<file path="config.mk">
export PLATFORM = sky130hd
export DESIGN_NAME = cdag_core
export DESIGN_NICKNAME = d
export VERILOG_FILES = /design/src/cdag_pkg.sv /design/src/cdag_decode.sv /design/src/cdag_regfile.sv /design/src/cdag_core.sv
export VERILOG_INCLUDE_DIRS = /design/src /design/src/src
export SDC_FILE = /design/constraint.sdc
export NUM_CORES = 1
export LEC_CHECK = 0
export BUFFER_PORTS_ARGS = -buffer_cell sky130_fd_sc_hd__buf_2
export CAP_MARGIN = 20
export CELL_PAD_IN_SITES_DETAIL_PLACEMENT = 0
export CELL_PAD_IN_SITES_GLOBAL_PLACEMENT = 1
export CORE_MARGIN = 8
export CORE_UTILIZATION = 48
export CTS_CLUSTER_DIAMETER = 30
export DETAILED_ROUTE_END_ITERATION = 7
export PLACE_DENSITY_LB_ADDON = 0.3
export SLEW_MARGIN = 20
export SYNTH_ARGS = -nofsm -noshare
export SYNTH_HDL_FRONTEND = slang
export SYNTH_SLANG_ARGS = --single-unit
</file>
<file path="constraint.sdc">
create_clock -name ref_clk_i -period 6.45 [get_ports ref_clk_i]
set_input_delay 1.29 -clock ref_clk_i [delete_from_list [all_inputs] [get_ports ref_clk_i]]
set_output_delay 1.29 -clock ref_clk_i [all_outputs]
set_load 0.01 [all_outputs]
</file>
<file path="src/cdag_map.svh">
// Constants for the data-address generation block: data-space map, field
// positions, widths and stall counts. Assumes inclusion from SystemVerilog.
`ifndef CDAG_MAP_SVH
`define CDAG_MAP_SVH
`define CDAG_REG_TOP 16'h001F
`define CDAG_IO_TOP 16'h005F
`define CDAG_ISRAM_TOP 16'h015F
`define CDAG_IO_OFFSET 16'h0020
`define CDAG_IMM_BASE 5'h10
`define CDAG_XL 5'h1A
`define CDAG_YL 5'h1C
`define CDAG_ZL 5'h1E
`define CDAG_PC_W 11
`define CDAG_EXT_NOWAIT 3'h1
`define CDAG_EXT_WAIT 3'h2
`define CDAG_ONE16 16'h0001
`define CDAG_ONE11 11'h001
`define CDAG_STALL_ZERO 3'h0
`endif

</file>
<file path="src/cdag_pkg.sv">
// Types for the data-address generation block.
// Assumes cdag_map.svh supplies every numeric constant.
package cdag_pkg;
    // Addressing mode of the current data access
    typedef enum logic [2:0] {
        CDAG_AM_DIRECT = 3'h0,
        CDAG_AM_IO = 3'h1,
        CDAG_AM_IND = 3'h2,
        CDAG_AM_PREDEC = 3'h3,
        CDAG_AM_POSTINC = 3'h4,
        CDAG_AM_DISP = 3'h5
    } cdag_mode_t;
    // Pointer select
    typedef enum logic [1:0] {
        CDAG_PTR_FIRST = 2'h0,
        CDAG_PTR_SECOND = 2'h1,
        CDAG_PTR_THIRD = 2'h2
    } cdag_ptr_t;
    // Program counter source
    typedef enum logic [1:0] {
        CDAG_PC_STEP = 2'h0,
        CDAG_PC_REL = 2'h1,
        CDAG_PC_IND = 2'h2,
        CDAG_PC_HOLD = 2'h3
    } cdag_pcsel_t;
    // Access sequencer states, Gray along idle->access->stall and access->idle
    typedef enum logic [1:0] {
        CDAG_ST_IDLE = 2'h0,
        CDAG_ST_ACCESS = 2'h1,
        CDAG_ST_STALL = 2'h3
    } cdag_state_t;
endpackage

</file>
<file path="src/cdag_decode.sv">
// Data-space region decoder: one registered region per address.
// Assumes a synchronous active-low reset and one clock.
`include "cdag_map.svh"
module cdag_decode
    import cdag_pkg::*;
(
    // Clock and reset
    input wire logic ref_clk_i,
    input wire logic rst_n_i,
    input wire logic ce_i,
    // Address in
    input wire logic [15:0] addr_i,
    // Region out, registered
    output logic is_reg_o,
    output logic is_io_o,
    output logic is_sram_o,
    output logic is_ext_o
);
    typedef struct packed {
        logic r;
        logic io;
        logic s;
        logic e;
    } cdag_dec_t;
    cdag_dec_t q, next_q;
    // Map the four regions of data space (see [RQ5]) (see [RQ6]) (see [RQ2])
    always_comb begin
        next_q = q;
        next_q.r = (addr_i <= `CDAG_REG_TOP);
        next_q.io = (addr_i > `CDAG_REG_TOP) && (addr_i <= `CDAG_IO_TOP);
        next_q.s = (addr_i > `CDAG_IO_TOP) && (addr_i <= `CDAG_ISRAM_TOP);
        next_q.e = (addr_i > `CDAG_ISRAM_TOP);
    end
    // State register
    always_ff @(posedge ref_clk_i) begin
        if (!rst_n_i) begin
            q <= '0;
        end else if (ce_i) begin
            q <= next_q;
        end
    end
    assign is_reg_o = q.r;
    assign is_io_o = q.io;
    assign is_sram_o = q.s;
    assign is_ext_o = q.e;
    // Exactly one region is flagged after a real address
    property p_one_region;
        @(posedge ref_clk_i) disable iff (!rst_n_i)
        $past(ce_i) && $past(rst_n_i) |-> $onehot({is_reg_o, is_io_o, is_sram_o, is_ext_o});
    endproperty
    a_one_region: assert property (p_one_region) else $error("region flags not one-hot"); // [RQ5]
endmodule

</file>
<file path="src/cdag_regfile.sv">
// 32 x 8 working register file, two read ports and two write ports
// (second port for pointer write-back). Assumes one clock.
`include "cdag_map.svh"
module cdag_regfile
    import cdag_pkg::*;
(
    // Clock and reset
    input wire logic ref_clk_i,
    input wire logic rst_n_i,
    input wire logic ce_i,
    // Read ports
    input wire logic [4:0] ra_i,
    input wire logic [4:0] rb_i,
    output logic [7:0] qa_o,
    output logic [7:0] qb_o,
    // Pointer pair read
    output logic [15:0] x_o,
    output logic [15:0] y_o,
    output logic [15:0] z_o,
    // Write port A, byte
    input wire logic wa_en_i,
    input wire logic [4:0] wa_i,
    input wire logic [7:0] wa_data_i,
    // Write port P, pointer pair (low register index given)
    input wire logic wp_en_i,
    input wire logic [4:0] wp_i,
    input wire logic [15:0] wp_data_i
);
    typedef struct packed {
        logic [31:0][7:0] r;
    } cdag_rf_t;
    cdag_rf_t q, next_q;
    // Per-entry write; pointer write wins over byte write on the same cell
    always_comb begin
        next_q = q;
        for (int i = 0; i < 32; i++) begin
            if (wp_en_i && (5'(i) == wp_i)) begin
                next_q.r[i] = wp_data_i[7:0]; // see [RQ24]
            end else if (wp_en_i && (5'(i) == (wp_i | 5'h01))) begin
                next_q.r[i] = wp_data_i[15:8]; // see [RQ24]
            end else if (wa_en_i && (5'(i) == wa_i)) begin
                next_q.r[i] = wa_data_i;
            end
        end
    end
    // State register
    always_ff @(posedge ref_clk_i) begin
        if (!rst_n_i) begin
            q <= '0;
        end else if (ce_i) begin
            q <= next_q;
        end
    end
    // Combinational reads give single-cycle operand access
    assign qa_o = q.r[ra_i];
    assign qb_o = q.r[rb_i];
    // Pairs R26..R31 form the three pointers (see [RQ3])
    assign x_o = {q.r[`CDAG_XL + 5'h01], q.r[`CDAG_XL]};
    assign y_o = {q.r[`CDAG_YL + 5'h01], q.r[`CDAG_YL]};
    assign z_o = {q.r[`CDAG_ZL + 5'h01], q.r[`CDAG_ZL]};
    // A byte write lands one cycle later
    property p_write_lands;
        @(posedge ref_clk_i) disable iff (!rst_n_i)
        ce_i && wa_en_i && !wp_en_i && (ra_i == wa_i) ##1 (ra_i == $past(wa_i)) |-> qa_o == $past(wa_data_i);
    endproperty
    a_write_lands: assert property (p_write_lands) else $error("register write lost"); // [RQ21]
endmodule

</file>
<file path="src/cdag_core.sv">
// Operand address generation, program counter and external-access
// sequencing for the 8-bit core. Assumes instruction fields are already
// decoded by the control unit on the same clock.
`include "cdag_map.svh"
// Functional notes
// [RQ1] Immediate ops reach only registers 16 to 31
// [RQ2] Registers occupy the lowest 32 data addresses
// [RQ3] Registers 26..31 form three pointers
// [RQ4] Eleven-bit program counter over 2048 words
// [RQ5] 96 register/IO, then 256 internal SRAM
// [RQ6] Higher addresses go to external SRAM
// [RQ7] Strobes inactive during internal access
// [RQ8] External access only when enable bit set
// [RQ9] External byte costs one extra cycle
// [RQ10] External stack: calls/returns take two extra
// [RQ11] Wait state: two extra per byte
// [RQ12] IO direct uses six-bit instruction field
// [RQ13] Data direct uses sixteen-bit second word
// [RQ14] Displacement: pointer plus unsigned six bits
// [RQ15] Plain indirect uses pointer unchanged
// [RQ16] Pre-decrement: decrement, use, write back
// [RQ17] Post-increment: use original, then increment
// [RQ18] Constant load: Z word select, bit0 byte
// [RQ19] Indirect jump/call loads PC from Z
// [RQ20] Relative: PC plus offset plus one
// [RQ21] Register ALU op completes in one cycle
// [RQ22] Two-register ops write destination register
// [RQ23] IO seen in data space at plus 20h
// [RQ24] Lower register is pointer low byte
module cdag_core
    import cdag_pkg::*;
(
    // Clock, reset, enable
    input wire logic ref_clk_i,
    input wire logic rst_n_i,
    input wire logic ce_i,
    // Control register bits
    input wire logic external_memory_enable_i,
    input wire logic ext_wait_state_i,
    // Register operation request
    input wire logic alu_en_i,
    input wire logic alu_imm_i,
    input wire logic [4:0] destination_register_i,
    input wire logic [4:0] source_register_i,
    input wire logic [7:0] imm_i,
    input wire logic [1:0] alu_op_i,
    // Data access request
    input wire logic mem_en_i,
    input wire logic mem_write_i,
    input wire cdag_mode_t mode_i,
    input wire cdag_ptr_t ptr_i,
    input wire logic [15:0] direct_addr_i,
    input wire logic [5:0] field6_i,
    input wire logic stack_pc_i,
    // Program counter request
    input wire cdag_pcsel_t pc_sel_i,
    input wire logic [11:0] rel_k_i,
    // Results
    output logic [15:0] data_addr_o,
    output logic [7:0] alu_result_o,
    output logic [10:0] pc_o,
    output logic [10:0] const_word_o,
    output logic const_high_o,
    output logic ext_rd_strobe_o,
    output logic ext_wr_strobe_o,
    output logic busy_o,
    output logic region_reg_o,
    output logic region_io_o,
    output logic region_sram_o,
    output logic region_ext_o
);
    // All state of the sequencer in one struct
    typedef struct packed {
        cdag_state_t st;
        logic [2:0] stall;
        logic [15:0] addr;
        logic [7:0] res;
        logic [10:0] pc;
        logic [10:0] cword;
        logic chigh;
        logic rd;
        logic wr;
        logic wrn;
        logic busy;
    } cdag_core_t;
    cdag_core_t q, next_q;

    // Register file wiring
    logic [7:0] opa;
    logic [7:0] opb;
    logic [15:0] px;
    logic [15:0] py;
    logic [15:0] pz;
    logic [4:0] dst;
    logic [15:0] ptr_val;
    logic [15:0] eff_addr;
    logic [15:0] ptr_new;
    logic ptr_upd;
    logic [4:0] ptr_idx;
    logic [7:0] alu_b;
    logic [7:0] alu_out;
    logic is_ext_addr;
    logic [2:0] ext_cost;
    logic [10:0] pc_rel;
    logic wr_alu;

    // Immediate ops force the top half of the file (see [RQ1])
    assign dst = alu_imm_i ? (destination_register_i | `CDAG_IMM_BASE) : destination_register_i;

    // Pointer select and its low-register index
    always_comb begin
        ptr_val = px;
        ptr_idx = `CDAG_XL;
        case (ptr_i)
            CDAG_PTR_FIRST: begin
                ptr_val = px;
                ptr_idx = `CDAG_XL;
            end
            CDAG_PTR_SECOND: begin
                ptr_val = py;
                ptr_idx = `CDAG_YL;
            end
            CDAG_PTR_THIRD: begin
                ptr_val = pz;
                ptr_idx = `CDAG_ZL;
            end
            default: begin
                ptr_val = px;
                ptr_idx = `CDAG_XL;
            end
        endcase
    end

    // Effective address per addressing mode
    always_comb begin
        eff_addr = ptr_val;
        ptr_new = ptr_val;
        ptr_upd = 1'b0;
        case (mode_i)
            CDAG_AM_DIRECT: eff_addr = direct_addr_i; // see [RQ13]
            // IO ops see 0..3F; data space adds the offset (see [RQ12]) (see [RQ23])
            CDAG_AM_IO: eff_addr = {10'h000, field6_i} + `CDAG_IO_OFFSET;
            CDAG_AM_IND: eff_addr = ptr_val; // see [RQ15]
            CDAG_AM_PREDEC: begin
                // Decrement first, use and store it (see [RQ16])
                ptr_new = ptr_val - `CDAG_ONE16;
                eff_addr = ptr_new;
                ptr_upd = 1'b1;
            end
            CDAG_AM_POSTINC: begin
                // Use old value, store incremented (see [RQ17])
                eff_addr = ptr_val;
                ptr_new = ptr_val + `CDAG_ONE16;
                ptr_upd = 1'b1;
            end
            // Unsigned six-bit displacement (see [RQ14])
            CDAG_AM_DISP: eff_addr = ptr_val + {10'h000, field6_i};
            default: eff_addr = ptr_val;
        endcase
    end

    // Small ALU: operands from destination register and source register or immediate (see [RQ22])
    assign alu_b = alu_imm_i ? imm_i : opb;
    always_comb begin
        case (alu_op_i)
            2'h0: alu_out = opa + alu_b;
            2'h1: alu_out = opa - alu_b;
            2'h2: alu_out = opa & alu_b;
            default: alu_out = opa | alu_b;
        endcase
    end
    assign wr_alu = ce_i && alu_en_i;

    // External region and extra-cycle count
    assign is_ext_addr = eff_addr > `CDAG_ISRAM_TOP;
    assign ext_cost = ext_wait_state_i ? `CDAG_EXT_WAIT : `CDAG_EXT_NOWAIT;
    // Relative branch, wraps within 2K words (see [RQ20])
    assign pc_rel = q.pc + rel_k_i[10:0] + `CDAG_ONE11;

    // Sequencer and program counter next state
    always_comb begin
        next_q = q;
        next_q.rd = 1'b0;
        next_q.wr = 1'b0;
        if (alu_en_i) begin
            next_q.res = alu_out; // see [RQ21]
        end
        case (q.st)
            CDAG_ST_IDLE: begin
                if (mem_en_i) begin
                    next_q.addr = eff_addr;
                    next_q.wrn = mem_write_i;
                    next_q.st = CDAG_ST_ACCESS;
                    // Only enabled external space raises strobes (see [RQ8]) (see [RQ6])
                    if (is_ext_addr && external_memory_enable_i) begin
                        next_q.rd = !mem_write_i;
                        next_q.wr = mem_write_i;
                        // A stacked PC moves two bytes (see [RQ10]) (see [RQ11])
                        next_q.stall = stack_pc_i ? 3'(ext_cost << 1) : ext_cost; // see [RQ9]
                    end else begin
                        next_q.stall = `CDAG_STALL_ZERO; // see [RQ7]
                    end
                end
            end
            CDAG_ST_ACCESS: begin
                if (q.stall != `CDAG_STALL_ZERO) begin
                    next_q.st = CDAG_ST_STALL;
                    next_q.rd = !q.wrn;
                    next_q.wr = q.wrn;
                end else begin
                    next_q.st = CDAG_ST_IDLE;
                end
            end
            CDAG_ST_STALL: begin
                next_q.stall = q.stall - 3'h1;
                if (q.stall == 3'h1) begin
                    next_q.st = CDAG_ST_IDLE;
                end else begin
                    next_q.rd = !q.wrn;
                    next_q.wr = q.wrn;
                end
            end
            default: next_q.st = CDAG_ST_IDLE;
        endcase
        next_q.busy = next_q.st != CDAG_ST_IDLE;
        // Program counter, held while an access stalls
        if (q.st == CDAG_ST_IDLE) begin
            case (pc_sel_i)
                CDAG_PC_STEP: next_q.pc = q.pc + `CDAG_ONE11; // see [RQ4]
                CDAG_PC_REL: next_q.pc = pc_rel; // see [RQ20]
                CDAG_PC_IND: next_q.pc = pz[10:0]; // see [RQ19]
                default: next_q.pc = q.pc;
            endcase
        end
        // Constant load: word from Z[11:1], byte from Z[0] (see [RQ18])
        next_q.cword = pz[11:1];
        next_q.chigh = pz[0];
    end

    // State register
    always_ff @(posedge ref_clk_i) begin
        if (!rst_n_i) begin
            q <= '0;
        end else if (ce_i) begin
            q <= next_q;
        end
    end

    // Register file
    cdag_regfile u_rf (
        .ref_clk_i(ref_clk_i),
        .rst_n_i(rst_n_i),
        .ce_i(ce_i),
        .ra_i(dst),
        .rb_i(source_register_i),
        .qa_o(opa),
        .qb_o(opb),
        .x_o(px),
        .y_o(py),
        .z_o(pz),
        .wa_en_i(wr_alu),
        .wa_i(dst),
        .wa_data_i(alu_out),
        .wp_en_i(ptr_upd && mem_en_i && (q.st == CDAG_ST_IDLE)),
        .wp_i(ptr_idx),
        .wp_data_i(ptr_new)
    );

    // Region decoder, aligned with the registered address
    cdag_decode u_dec (
        .ref_clk_i(ref_clk_i),
        .rst_n_i(rst_n_i),
        .ce_i(ce_i && mem_en_i && (q.st == CDAG_ST_IDLE)),
        .addr_i(eff_addr),
        .is_reg_o(region_reg_o),
        .is_io_o(region_io_o),
        .is_sram_o(region_sram_o),
        .is_ext_o(region_ext_o)
    );

    // Outputs straight from flip-flops
    assign data_addr_o = q.addr;
    assign alu_result_o = q.res;
    assign pc_o = q.pc;
    assign const_word_o = q.cword;
    assign const_high_o = q.chigh;
    assign ext_rd_strobe_o = q.rd;
    assign ext_wr_strobe_o = q.wr;
    assign busy_o = q.busy;

    // Internal access never raises a strobe
    property p_int_quiet;
        @(posedge ref_clk_i) disable iff (!rst_n_i)
        ce_i && mem_en_i && (q.st == CDAG_ST_IDLE) && !is_ext_addr
        |=> !ext_rd_strobe_o && !ext_wr_strobe_o;
    endproperty
    a_int_quiet: assert property (p_int_quiet) else $error("strobe on internal access"); // [RQ7]
    // Disabled external memory never starts a strobe
    property p_ext_gate;
        @(posedge ref_clk_i) disable iff (!rst_n_i)
        !external_memory_enable_i && q.st == CDAG_ST_IDLE && ce_i |=> !ext_rd_strobe_o && !ext_wr_strobe_o;
    endproperty
    a_ext_gate: assert property (p_ext_gate) else $error("strobe without enable"); // [RQ8]
    // No-wait external byte: one extra busy cycle
    property p_ext_one;
        @(posedge ref_clk_i) disable iff (!rst_n_i)
        ce_i && mem_en_i && q.st == CDAG_ST_IDLE && is_ext_addr && external_memory_enable_i
        && !ext_wait_state_i && !stack_pc_i ##1 ce_i[*2] |-> busy_o ##1 !busy_o;
    endproperty
    a_ext_one: assert property (p_ext_one) else $error("external byte cost wrong"); // [RQ9]
    // Direct address passes through untouched
    property p_direct;
        @(posedge ref_clk_i) disable iff (!rst_n_i)
        ce_i && mem_en_i && q.st == CDAG_ST_IDLE && mode_i == CDAG_AM_DIRECT |=> data_addr_o == $past(direct_addr_i);
    endproperty
    a_direct: assert property (p_direct) else $error("direct address wrong"); // [RQ13]
    // IO mode lands in 20h..5Fh
    property p_io;
        @(posedge ref_clk_i) disable iff (!rst_n_i)
        ce_i && mem_en_i && q.st == CDAG_ST_IDLE && mode_i == CDAG_AM_IO
        |=> data_addr_o == {10'h000, $past(field6_i)} + 16'h0020;
    endproperty
    a_io: assert property (p_io) else $error("io address wrong"); // [RQ23]
    // Post-increment uses the old pointer
    property p_postinc;
        @(posedge ref_clk_i) disable iff (!rst_n_i)
        ce_i && mem_en_i && q.st == CDAG_ST_IDLE && mode_i == CDAG_AM_POSTINC
        |=> data_addr_o == $past(ptr_val);
    endproperty
    a_postinc: assert property (p_postinc) else $error("post-increment address wrong"); // [RQ17]
    // Indirect jump takes Z
    property p_zjmp;
        @(posedge ref_clk_i) disable iff (!rst_n_i)
        ce_i && q.st == CDAG_ST_IDLE && pc_sel_i == CDAG_PC_IND |=> pc_o == $past(pz[10:0]);
    endproperty
    a_zjmp: assert property (p_zjmp) else $error("indirect jump wrong"); // [RQ19]
    // Relative branch is PC plus k plus one
    property p_rel;
        @(posedge ref_clk_i) disable iff (!rst_n_i)
        ce_i && q.st == CDAG_ST_IDLE && pc_sel_i == CDAG_PC_REL |=> pc_o == 11'($past(pc_o) + $past(rel_k_i[10:0]) + 11'h001);
    endproperty
    a_rel: assert property (p_rel) else $error("relative branch wrong"); // [RQ20]
endmodule

</file>
[Yosys cells after proc, flatten, opt, wreduce, memory -nomap -nowiden]
Cells that the tools add are included.
Word-level totals
  bits in registers: 316
  word-level logic and storage cells: 437
Operators by class
  $add $sub $neg: 10
  equality and inequality tests: 91
  multiplexer cells: 107
  magnitude comparators: 8
  reductions and logical operators: 172
  bitwise gates (word level): 2
Operator list (number)
  $mux W8: 84
  $eq A5 B5 Y1 const A: 32
  $logic_and A1 B1 Y1: 89
  $bmux W8 S5: 2
  $eq A4 B5 Y1 const A: 16
  $reduce_and A2 Y1: 33
  $pmux W16 S2: 2
  $pmux W16 S4: 1
  $reduce_bool A3 Y1: 19
  $eq A3 B5 Y1 const A: 8
  $reduce_bool A2 Y1: 17
  $pmux W11 S3: 1
  $eq A4 B4 Y1 const A: 8
  $pmux W8 S3: 1
  $add A11 B1 Y11 const B: 2
  $mux W21: 1
  $eq A2 B5 Y1 const A: 4
  $add A16 B1 Y16 const B: 1
  $add A16 B6 Y16: 1
  $eq A3 B4 Y1 const A: 4
  $gt A16 B5 Y1 const B: 1
  $gt A16 B7 Y1 const B: 1
  $gt A16 B9 Y1 const B: 1
  $le A16 B5 Y1 const B: 1
  other kinds (33): 60

[Depth between registers and ports, before layout]
  depth after elaboration: 10
  depth in mapped cells: 23

[Cells and area by module]
Synthesis repeated with hierarchy kept, for this count alone.
Unflattened totals
  cell total of the unflattened synthesis: 2394
  area total of the unflattened synthesis: 22858.2 µm²
By module, submodules not included
  cdag_regfile: times used 1, cells an instance 1429, area an instance 16094.2 µm², sequential area each 5124.9 µm²
  cdag_core: times used 1, cells an instance 940, area an instance 6538.8 µm², sequential area each 1121.1 µm²
  cdag_decode: times used 1, cells an instance 25, area an instance 225.2 µm², sequential area each 80.1 µm²

[Worst setup path before layout]
No wires, ideal clock.
  kind: input-to-reg
  start: input source_register_i[0]
  end: register u_rf.q[191] (netlist name)
  buffers on the path: 2
  data arrival time: 5.587 ns
  stages: 19
  data required time: 6.316 ns
  path slack: 0.729 ns
  cell sequence: buf_4 mux4_2 mux4_2 or3_1 o221ai_1 ha_1 a21oi_1 ha_1 nor2b_1 o21ai_0 a21oi_1 o41ai_1 xnor2_1 mux2_1 o32ai_1 o31ai_2 o311ai_4 buf_6 o22ai_1
Between the ends
  cells in the longest elaborated chain, start to end: 8
  elaborated cells between the ends (all ways): 11
  those cells by class: add/sub: 2; mux: 7; bitwise: 2
Ends and longest elaborated chain
  start: declaration: RTL line cdag_core.sv:44  | input wire logic [4:0] source_register_i,
  $bmux W8 S5 *: RTL line cdag_regfile.sv:56  | assign qb_o = q.r[rb_i];
  $mux W8 (not written as such) *: RTL line cdag_regfile.sv:56
  $mux W8 *: RTL line cdag_core.sv:163  | assign alu_b = alu_imm_i ? imm_i : opb;
  $sub A8 B8 Y8 (tied with other cells): RTL line cdag_core.sv:167  | 2'h1: alu_out = opa - alu_b;
  $pmux W8 S3 *: RTL line cdag_core.sv:165  | case (alu_op_i)
  $mux W8 *: RTL line cdag_regfile.sv:41  | end else if (wa_en_i && (5'(i) == wa_i)) begin
  $mux W8 *: RTL line cdag_regfile.sv:39  | end else if (wp_en_i && (5'(i) == (wp_i | 5'h01))) begin
  $mux W8 *: RTL line cdag_regfile.sv:37  | if (wp_en_i && (5'(i) == wp_i)) begin
  end signal: assignment: RTL line cdag_regfile.sv:51  | q <= next_q;
  end: declaration: RTL line cdag_regfile.sv:32  | cdag_rf_t q, next_q;
Every way passes the cells marked *; elsewhere a longest branch is shown, timed or not. The select of a mux whose other input is x is not followed.
A chain may end at the register's enable or synchronous reset.

[Final worst setup path]
  start: input source_register_i[2]
  end: register u_rf.q[167] (netlist name)
Between the ends
  cells in the longest elaborated chain, start to end: 7
  elaborated cells between the ends (all ways): 10
  those cells by class: add/sub: 2; mux: 6; bitwise: 2
Ends and longest elaborated chain (RTL line)
  $bmux W8 S5 *: cdag_regfile.sv:56
  $mux W8 (not written as such) *: cdag_regfile.sv:56
  $mux W8 *: cdag_core.sv:163
  $sub A8 B8 Y8 (tied with other cells): cdag_core.sv:167
  $pmux W8 S3 *: cdag_core.sv:165
  $mux W8 *: cdag_regfile.sv:41
  $mux W8 *: cdag_regfile.sv:37
Marked as above.

==> run metrics <==
Worst-Margin Slew 1.162 ns; Routed Wire Length 70980 um; leakage 8.900 nW; synth warn 0; post-synth top area share 0.3090; Synth async-reset ratio 0; Synth Cell Area 0.02048 mm^2; Post-DRT Antenna Nets 0; Cells after Synth 2336; dpl hpwl 51030 um; run status complete, no violations; Final setup viols 0; Worst Hold Path EP alu_result_o[6]$_SDFFE_PN0P_; most frequent cells in the layout nor2_1, dfxtp_1, nand2_1; Post-CTS Setup Bufs 0; total power 6.918 mW; flop-to-flop setup slack 1.58 ns; RD Place Congestion 0.9381; total I/O pin count 125; largest net degree at the start of global routing 117; Avg Vias per Cell 6.418; initial antenna violation count 1; Distinct cells, synth 97; Pwr Density 288.3 mW/mm^2; Worst Path Required 6.88 ns; htree depth 3; core area 0.04204 mm^2; Post-synth top flop dfxtp_1; Iter 0 DRT Violations 2154; Clock Tree Root clkbuf_16; Die ar. 0.04952 mm^2; fmax 0.1753 GHz; period utilisation layout 0.8844; crit end category flop; TritonRoute pass-1 iters 6; number of port buffers 123; Hold Path Class reg2reg; Nets 2499; Pins Over Slew Limit 0; worst relative slew slack 0.2189; placed insts 2846; post-route cell area 0.02400 mm^2; Initial Utilization 0.4871; first-pass GRT wire length 110300 um; chip height 222.5 um; post-synthesis sequential area ratio 0.3090; placed cell area 0.02130 mm^2; cts hold-fix bufs 0; Tot GR Track Use 0.2799; worst reg2reg path depth 19; final-report hold violation count 0; die width 222.5 um; worst vdd ir 271.0 uV; Seq pwr share 0.292; Max-cap violations 0; reg2reg start u_rf.q[184]$_SDFFE_PN0P_; area grow syn2layout 17.21%; switching share of power 0.2812; P_sw 1.945 mW; crit path kind in2reg; Comb pwr share 0.143; row cnt 75; Worst Clk Skew 0.02241 ns; Pint 4.973 mW; setup TNS 0 ns; fillers 3787; layout cells sized above 1 0.2092; arrival time at the worst endpoint 6.13 ns; area leader, netlist dfxtp_1; Clk network pwr share 0.565; CTS tree done; via count 19170; vias in the first global route 18800; clock latency at the later pin of the worst-skew pair 0.61 ns; crit-path max FO 25; cts repair resizes 0; Final Critical Period 5.704 ns; DRC errors left 0; CTS Buf Count 76; min-delay src alu_result_o[6]$_SDFFE_PN0P_; Seq cells post-synth 316; net count after synthesis 2450; Mean Syn Cell Area 8.765 um^2; grt ovf 0; Worst-path clk slew 0.05 ns; largest cells by area after synthesis dfxtp_1, mux4_2, mux2i_1; Reg-to-Reg End u_rf.q[167]$_SDFFE_PN0P_; Post-synth EDFFs 0; clk sinks 316; commonest non-fill, non-tap cell in the layout nor2_1; hold depth 2; Clock Path Buffers 3; Critical Path Start Type input pin; non-filler cells, final 2987; RSZ-0062 raised after global routing no; Routed wire per std cell 23.76 um
==> synthesized netlist by cell type, types with 32 or more instances <==
| cell type | n |
|---|---|
| nor2_1 | 361 |
| ha_1 | 41 |
| a22oi_1 | 41 |
| o22ai_1 | 46 |
| a21oi_1 | 119 |
| buf_4 | 64 |
| mux4_2 | 107 |
| dfxtp_1 | 316 |
| nand3_1 | 48 |
| nor3_1 | 35 |
| mux2i_1 | 152 |
| o21ai_0 | 76 |
| a211oi_1 | 135 |
| buf_2 | 32 |
| xnor2_1 | 34 |
| inv_1 | 35 |
| clkbuf_1 | 119 |
| nand2_1 | 187 |
==> per-stage QoR <==
step | hold slack [ns] | utilization | setup WS (ns)
2_1_floorplan | 0.4367 | - | 0.7292
3_3_place_gp | 0.4396 | 0.5063 | 0.2529
3_5_place_dp | 0.4467 | 0.5065 | 0.1908
4_1_cts | 0.4542 | 0.5700 | 0.8020
5_1_grt | 0.4815 | 0.5709 | 0.2979
6_report | 0.4518 | 0.5709 | 0.7458
==> registers in the layout (all words and copies together) (netlist names), 6 cells and up <==
register	count
u_rf.q	208
data_addr_o	16
u_rf.x_o	16
u_rf.y_o	16
u_rf.z_o	16
const_word_o	11
pc_o	11
alu_result_o	8
q	6
==> cells by family after synthesis <==
family | share of synthesized area
muxes | 0.1991
adders and majority gates | 0.02903
and+or+nand+nor | 0.1676
buffers and inverters | 0.06887
AOI/OAI and AO/OA | 0.2067
xor gates and xnor gates | 0.01968
DFF | 0.3090
==> worst max-delay path: stages <==
cell and delay, ns:
buf_2 0.45, and2_1 0.61, a22oi_1 0.19, nand3_1 0.17, nand2_1 0.14, o31ai_1 0.33
ha_1 0.29, a21oi_1 0.24, ha_1 0.28, nor2b_1 0.13, o21ai_0 0.22, a21oi_1 0.13
o41ai_1 0.34, buf_4 0.21, xnor2_1 0.06, mux2_1 0.30, o32ai_1 0.17, o31ai_2 0.15
o311ai_4 0.11, buf_12 0.22, o22ai_1 0.10
==> worst max-delay path by stage <==
stage                     cells past startpoint                  from  slack, ns                  endpoint
after floorplan                              19  source_register_i[0]       0.73  u_rf.q[191]$_SDFFE_PN0P_
after global placement                       23  source_register_i[0]       0.25  u_rf.q[167]$_SDFFE_PN0P_
after CTS                                    23  source_register_i[0]       0.80  u_rf.q[167]$_SDFFE_PN0P_
final                                        21  source_register_i[2]       0.75  u_rf.q[167]$_SDFFE_PN0P_
after detailed placement                     23  source_register_i[0]       0.19  u_rf.q[167]$_SDFFE_PN0P_
after global routing                         23  source_register_i[0]       0.30  u_rf.q[167]$_SDFFE_PN0P_
==> power by group through the flow <==
stage / clock network (mW) / registers [mW] / logic, mW
2_1_floorplan: 0 / 2.04 / 0.688
3_3_place_gp: 0 / 2.05 / 0.957
3_5_place_dp: 0 / 2.05 / 0.969
4_1_cts: 3.94 / 2.02 / 0.975
5_1_grt: 4.06 / 2.02 / 1.06
6_report: 3.91 / 2.02 / 0.991
==> layer usage <==
| metal | routed length [um] | share of wire | global-route usage | up-vias |
|---|---|---|---|---|
| met2 | 32840 | 0.46 | 0.4481 | 965 |
| li1 | - | - | - | 8749 |
| met1 | 28990 | 0.41 | 0.3555 | 9271 |
| met3 | 5862 | 0.083 | 0.05440 | 186 |
| met4 | 3292 | 0.046 | 0.1453 | 0 |
| met5 | 0 | 0 | 0 | - |
==> layout make-up <==
type,instances,area [um^2],share of cell area
Sequential cell,316,6326,0.2636
Antenna cell,1,2.502,0.0001043
Clock inverter,41,516.7,0.02153
Multi-Input combinational cell,1745,12860,0.5358
Tap cell,539,674.4,0.02810
Clock buffer,99,2150,0.08957
Timing Repair Buffer,207,1319,0.05495
Inverter,39,151.4,0.006308
(Power assumes the default switching activity.)
